==> src/inc/pcd_pkg.sv <==
// Package of constants and types for the pulse count dimming controller.
// Summary of operation
// - First high while shut down enables at full scale, count zero.
// - Input held low 1.5 ms or longer puts the device into shutdown.
// - Each rising edge after a valid low while enabled advances the pulse count by one.
// - Count 30 gives one step, 31 gives zero, next pulse wraps to full.
// - Current level equals full scale times (31 minus count) over 31.
// - Low pulses shorter than minimum program low time are rejected.
// - Low phase beyond maximum program low time runs the shutdown timer; here it runs from the start of every low while enabled.
// - Pump mode starts in 1x and stays while regulation holds.
// - Regulation failure for 120 us steps gain 1x, 1.33x, 1.5x, 2x.
// - Step down only straight back to 1x when supply suffices.
// - Undervoltage disables all channels and enters shutdown.
// - Shutdown makes every sink and the set pin high impedance.
// - Pump output overvoltage resets the mode controller to 1x.
package pcd_pkg;

  localparam int unsigned CLK_MHZ        = 125;
  localparam int unsigned SHDN_TIME_US   = 1500;
  localparam int unsigned FILTER_TIME_US = 120;
  localparam int unsigned MIN_LOW_NS     = 200;
  localparam int unsigned SHDN_CYCLES    = SHDN_TIME_US * CLK_MHZ;
  localparam int unsigned FILTER_CYCLES  = FILTER_TIME_US * CLK_MHZ;
  localparam int unsigned MIN_LOW_CYCLES = (MIN_LOW_NS * CLK_MHZ + 999) / 1000;
  localparam int unsigned MAX_COUNT      = 31;
  localparam logic [4:0]  COUNT_RESET    = 5'h00;
  localparam int unsigned LEVEL_W        = 5;
  localparam int unsigned NUM_SINKS      = 3;

  typedef enum logic [1:0] {
    PCD_GAIN_1X,
    PCD_GAIN_133X,
    PCD_GAIN_15X,
    PCD_GAIN_2X
  } pcd_gain_e;

  typedef struct packed {
    logic enabled;
    logic [4:0] level;
  } pcd_drive_s;

endpackage : pcd_pkg

==> src/core/pcd_ctrl.sv <==
// Top of the enable and dimming controller with pump mode sequencing.
`timescale 1ns/1ps
module pcd_ctrl #(
  parameter int unsigned SHDN_CYCLES   = pcd_pkg::SHDN_CYCLES,
  parameter int unsigned FILTER_CYCLES = pcd_pkg::FILTER_CYCLES
) (
  // Clock and reset
  input  wire logic       CLK,
  input  wire logic       RST,
  // Single wire enable and dimming pin
  input  wire logic       ENABLE_DIM_INPUT,
  // Analog monitors
  input  wire logic       UNDERVOLTAGE,
  input  wire logic       PUMP_OVERVOLTAGE,
  input  wire logic       REGULATION_FAIL,
  input  wire logic       UNITY_SUPPLY_OK,
  // Drive outputs
  output logic            DEVICE_ENABLED,
  output logic [4:0]      CURRENT_LEVEL,
  output logic [2:0]      LED_SINK_EN,
  output logic            CURRENT_SET_PIN_EN,
  output logic [1:0]      PUMP_GAIN
);

  // Pin and monitor levels, in the bit order of the assignment below.
  logic [4:0] raw_in;
  logic [4:0] sync_in;
  logic       en_prev;
  logic       low_seen;
  logic       enabled;
  logic [4:0] pulses;

  assign raw_in = {UNITY_SUPPLY_OK, REGULATION_FAIL, PUMP_OVERVOLTAGE,
                   UNDERVOLTAGE, ENABLE_DIM_INPUT};

  // Two flops on every asynchronous input; only the second one is read.
  for (genvar i = 0; i < 5; i++) begin : g_sync
    logic [1:0] stage;
    always_ff @(posedge CLK or posedge RST) begin
      if (RST) begin
        stage <= 2'h0;
      end else begin
        stage <= {stage[0], raw_in[i]};
      end
    end
    assign sync_in[i] = stage[1];
  end

  wire en_lvl     = sync_in[0];
  wire undervolt  = sync_in[1];
  wire overvolt   = sync_in[2];
  wire reg_fail   = sync_in[3];
  wire unity_ok   = sync_in[4];
  wire rise       = en_lvl && !en_prev;
  wire low_now    = !en_lvl;
  logic shdn_done;
  logic low_valid;

  // Long-low timeout; every low while enabled counts toward it from its first cycle.
  // Expiry shows one cycle after the count, so the limit is one short and
  // a low of exactly the shutdown time still shuts the device down.
  pcd_timer #(.LIMIT(SHDN_CYCLES - 1)) u_shdn (
    .clk  (CLK),
    .rst  (RST),
    .run  (low_now && enabled),
    .done (shdn_done)
  );

  // Low phases shorter than the minimum are glitches and do not count.
  // The limit is one short so that a low of exactly the minimum counts.
  pcd_timer #(.LIMIT(pcd_pkg::MIN_LOW_CYCLES - 1)) u_glitch (
    .clk  (CLK),
    .rst  (RST),
    .run  (low_now),
    .done (low_valid)
  );

  wire go_shutdown = enabled && (shdn_done || undervolt);
  wire wake        = !enabled && rise && !undervolt;
  wire step        = enabled && rise && low_seen;

  // Count 31 is zero current; one more wraps to full scale.
  wire [4:0] next_pulses = (pulses == 5'(pcd_pkg::MAX_COUNT)) ?
                           pcd_pkg::COUNT_RESET : pulses + 5'h01;

  always_ff @(posedge CLK or posedge RST) begin
    if (RST) begin
      en_prev  <= 1'b0;
      low_seen <= 1'b0;
      enabled  <= 1'b0;
      pulses   <= 5'h00;
    end else begin
      en_prev <= en_lvl;
      if (low_valid) begin
        low_seen <= 1'b1;
      end else if (rise) begin
        low_seen <= 1'b0;
      end
      if (go_shutdown) begin
        enabled <= 1'b0;
        pulses  <= pcd_pkg::COUNT_RESET;
      end else if (wake) begin
        enabled <= 1'b1;
        pulses  <= pcd_pkg::COUNT_RESET;
      end else if (step) begin
        pulses  <= next_pulses;
      end
    end
  end

  pcd_pkg::pcd_gain_e gain;

  // Shutdown and overvoltage both restart the mode sequence from 1x.
  pcd_gain #(.FILTER(FILTER_CYCLES)) u_gain (
    .clk      (CLK),
    .rst      (RST),
    .restart  (overvolt || !enabled || go_shutdown),
    .reg_fail (reg_fail),
    .unity_ok (unity_ok),
    .gain     (gain)
  );

  // Level is the dimming numerator 31 minus count.
  wire [4:0] level = 5'(pcd_pkg::MAX_COUNT) - pulses;

  // Enable and level travel together into the output flops.
  pcd_pkg::pcd_drive_s drive;
  assign drive = '{enabled: enabled, level: enabled ? level : 5'h00};

  always_ff @(posedge CLK or posedge RST) begin
    if (RST) begin
      DEVICE_ENABLED     <= 1'b0;
      CURRENT_LEVEL      <= 5'h00;
      LED_SINK_EN        <= 3'h0;
      CURRENT_SET_PIN_EN <= 1'b0;
      PUMP_GAIN          <= 2'h0;
    end else begin
      DEVICE_ENABLED     <= drive.enabled;
      CURRENT_LEVEL      <= drive.level;
      LED_SINK_EN        <= {3{drive.enabled}};
      CURRENT_SET_PIN_EN <= drive.enabled;
      PUMP_GAIN          <= gain;
    end
  end

endmodule : pcd_ctrl

==> src/core/pcd_timer.sv <==
// Saturating timer that counts while its condition holds.
`timescale 1ns/1ps
module pcd_timer #(
  parameter int unsigned LIMIT = 16
) (
  // Clock and reset
  input  wire logic clk,
  input  wire logic rst,
  // Condition and expiry
  input  wire logic run,
  output logic      done
);

  localparam int unsigned W = $clog2(LIMIT + 1);
  logic [W-1:0] count;
  wire          at_limit = (count == W'(LIMIT));

  always_ff @(posedge clk or posedge rst) begin
    if (rst) begin
      count <= '0;
    end else if (!run) begin
      count <= '0;
    end else if (!at_limit) begin
      count <= count + W'(1);
    end
  end

  assign done = run && at_limit;

endmodule : pcd_timer

==> src/core/pcd_gain.sv <==
// Charge pump gain sequencer.
`timescale 1ns/1ps
module pcd_gain #(
  parameter int unsigned FILTER = 15000
) (
  // Clock and reset
  input  wire logic              clk,
  input  wire logic              rst,
  // Conditions
  input  wire logic              restart,
  input  wire logic              reg_fail,
  input  wire logic              unity_ok,
  // Mode
  output pcd_pkg::pcd_gain_e     gain
);

  logic wait_done;
  logic stepped;
  wire  can_step = (gain != pcd_pkg::PCD_GAIN_2X);

  // The filter restarts after every step, so each higher gain waits anew
  // instead of racing through all modes once the count has saturated.
  pcd_timer #(.LIMIT(FILTER)) u_filter (
    .clk  (clk),
    .rst  (rst),
    .run  (reg_fail && can_step && !restart && !stepped),
    .done (wait_done)
  );

  always_ff @(posedge clk or posedge rst) begin
    if (rst) begin
      gain    <= pcd_pkg::PCD_GAIN_1X;
      stepped <= 1'b0;
    end else begin
      stepped <= wait_done;
      if (restart) begin
        gain <= pcd_pkg::PCD_GAIN_1X;
      end else if (unity_ok && !reg_fail) begin
        gain <= pcd_pkg::PCD_GAIN_1X;
      end else if (wait_done) begin
        gain <= pcd_pkg::pcd_gain_e'(gain + 2'h1);
      end
    end
  end

endmodule : pcd_gain

==> config.mk <==
export PLATFORM = sky130hd
export DESIGN_NAME = pcd_ctrl
export DESIGN_NICKNAME = d
export VERILOG_FILES = /design/src/inc/pcd_pkg.sv /design/src/core/pcd_ctrl.sv /design/src/core/pcd_timer.sv /design/src/core/pcd_gain.sv
export SDC_FILE = /design/constraint.sdc
export NUM_CORES = 1
export LEC_CHECK = 0
export BUFFER_PORTS_ARGS = -buffer_cell sky130_fd_sc_hd__buf_2
export CAP_MARGIN = 10
export CELL_PAD_IN_SITES_DETAIL_PLACEMENT = 0
export CELL_PAD_IN_SITES_GLOBAL_PLACEMENT = 1
export CORE_MARGIN = 1.5
export CORE_UTILIZATION = 43
export CTS_CLUSTER_DIAMETER = 40
export DETAILED_ROUTE_END_ITERATION = 10
export PLACE_DENSITY_LB_ADDON = 0.2
export SETUP_SLACK_MARGIN = 0.02
export SLEW_MARGIN = 10
export SYNTH_ARGS = -nofsm -noshare
export SYNTH_HDL_FRONTEND = slang
export SYNTH_HIERARCHICAL = 1
export SYNTH_SLANG_ARGS = --single-unit
==> constraint.sdc <==
create_clock -name CLK -period 3 [get_ports CLK]
set_input_delay 0 -clock CLK [delete_from_list [all_inputs] [get_ports CLK]]
set_output_delay 0 -clock CLK [all_outputs]
set_load 0.02 [all_outputs]
==> run metrics <==
post-synth cell types 50; final WL 5550 µm; root buffer cell clkbuf_8; post-DP HPWL 3860 µm; Tot GR Track Use 16.6%; Hold Fails Final Rpt 0; die area 7820 µm²; max cap viols 0; cell area after layout 3570 µm²; Critical Path AT 2.91 ns; Die Ht 88.4 µm; minimum clock period after layout 2.69 ns; required time of the critical path 3.23 ns; number of core rows 30; number of synthesized register bits 66; Min-Delay Path Class in2async; Mean Syn Cell Area 10.7 µm²; clock latency at the later pin of the worst-skew pair 0.34 ns; pwr dens 480 nW/µm²; # port buffers 18; Final Max Slew Viols 0; cts bufs inserted 9; nets 339; post-synth top area share 52.6%; period utilization 89.6%; most common cell in the netlist dfrtp_1; Post-synth EDFFs 0; ys flop type dfrtp_1; Placer Congestion 0.726; vias in the first global route 2100; total vias in the final route 2168; first-pass GRT wire length 9790 µm; TritonCTS clock tree done; number of antenna violations at the first check in global routing 0; most common library cells after synthesis dfrtp_1, nor2_1, nand2_1; I/O pin count 19; post-route ant nets 0; area grow syn2layout 13.6%; Die X 88.4 µm; Remaining DRCs 0; Vias/cell 5.11; CP endpoint kind flop; Ant. Diodes 0; status finished, final reports clean; ys async rst share 100%; core footprint 6940 µm²; Clk pin slew, worst setup/hold paths 0.07 ns; Clock Tree Buf Depth 2; DRT iter0 DRCs 73; Synth area leader dfrtp_1; CP Class reg2reg; Leak 0.00158 µW; Synth Warn # 6; critical path startpoint category flop; top cells by area, synth dfrtp_1, mux2i_1, ha_1; post-synthesis sequential area ratio 52.6%; H-tree levels 3; crit-path max FO 6; post-CTS sizing 0; TritonRoute pass-1 iters 4; layout cells sized above 1 15.5%; DR WL/cell 13.1 µm; Max VDD drop 0.313 mV; fmax 372 MHz; remaining global-route overflow 0; hold buffers post-CTS 6; measured slew at the worst slew-check pin 0.960 ns; setup TNS 0 ns; Inst Count DP 403; initial core utilization 45.2%; Design Power 1710 µW; post-CTS repair timing setup buffer count 0; fin cells 424; Final Skew 0.0112 ns; unrepaired setup endpoints after global routing false; Cell Area, Placed 3320 µm²; Syn Nets 309; CTS Sinks 66; Finish-stage setup viols 0; Max transition margin 35.9%; Mapped Area 3140 µm²; pin count of the biggest net entering global routing 27; cells after synthesis 294
-- logic make-up (layout without fill, tap and decap cells) --
group	Yosys count	after routing	synth area share, %
mux	15	15	4.82
xor+xnor	15	15	4.19
flops	66	66	52.6
fa+ha+maj	8	8	3.19
simple gates	131	131	25.1
compound gates	32	32	6.10
buf+inv	27	61	3.99
-- path summary, 6_finish.rpt --
check | from | endpoint | slack, ns | cells past startpoint
setup / recovery | u_shdn/count[0] | u_gain/gain[1] | 0.31 | 9
hold / removal | RST | u_gain/gain[0] | 0.10 | 3
setup reg to reg | u_shdn/count[0] | u_gain/gain[1] | 0.31 | 9
hold reg to reg | g_sync[4].stage[0] | g_sync[4].stage[1] | 0.35 | 0
max in group asynchronous | RST | PUMP_GAIN[0] | 1.95 | 3
min in group CLK | UNITY_SUPPLY_OK | g_sync[4].stage[0] | 0.29 | 2
-- layout make-up --
class                      instances  area, µm²
timing repair buffer              28        180
inverter                          18       67.6
sequential                        66       1650
fill                             650       3380
clock buffer                      10        128
clock inverter                     5       56.3
multi-input combinational        201       1360
tap                               96        120
-- registers in the layout, indices dropped and copies added, names as in the netlist --
register	count
CURRENT_LEVEL	5
LED_SINK_EN	1
PUMP_GAIN	2
en_prev	1
enabled	1
g_sync.stage	10
low_seen	1
pulses	5
u_gain/gain	2
u_gain/stepped	1
u_gain/u_filter/count	14
u_glitch/count	5
u_shdn/count	18
-- through the flow --
| stage | util (%) | hold slack [ns] | worst slack [ns] |
|---|---|---|---|
| 3_3_place_gp | 47.8 | -0.0734 | 0.372 |
| 4_1_cts | 51.4 | 0.0949 | 0.280 |
| 3_5_place_dp | 47.8 | -0.0778 | 0.277 |
| 6_report | 51.4 | 0.101 | 0.311 |
| 2_1_floorplan | - | -0.246 | 0.0960 |
| 5_1_grt | 51.4 | 0.127 | 0.0699 |
-- power by group --
part           internal [µW]  switching (µW)
Sequential               907            10.6
Combinational           30.2            55.0
Clock                    378             332
-- worst max-delay path: stages, from the launching register on --
cell and delay [ns]:
dfrtp_1 0.43, ha_1 0.23, and3_1 0.20, nand4_1 0.16, nor3_1 0.10, or4b_1 0.60
nor4b_2 0.35, and2_2 0.24, mux2i_1 0.22, nor3_2 0.05
-- cells in the final DEF (no fill, tap or decap), types with 5 or more instances in the layout --
master,count
ha_1,8
mux2i_1,14
dfrtp_1,66
buf_2,18
nand3_1,18
or4_1,5
nand4_1,9
a21oi_1,12
nor2b_1,6
nor2_1,24
inv_1,17
o21ai_0,9
xor2_1,6
xnor2_1,9
dlygate4sd3_1,6
clkbuf_8,9
and3_1,5
nand2_1,22
nand2b_1,7
-- metal layers --
metal	routed length (µm)	global-route usage [%]	vias to the layer above
met5	0	0	-
met1	2780	22.8	1037
met4	112	8.24	0
met3	126	3.64	10
li1	-	-	1088
met2	2530	24.9	33
No activity file was read; power rests on OpenSTA's default activity.
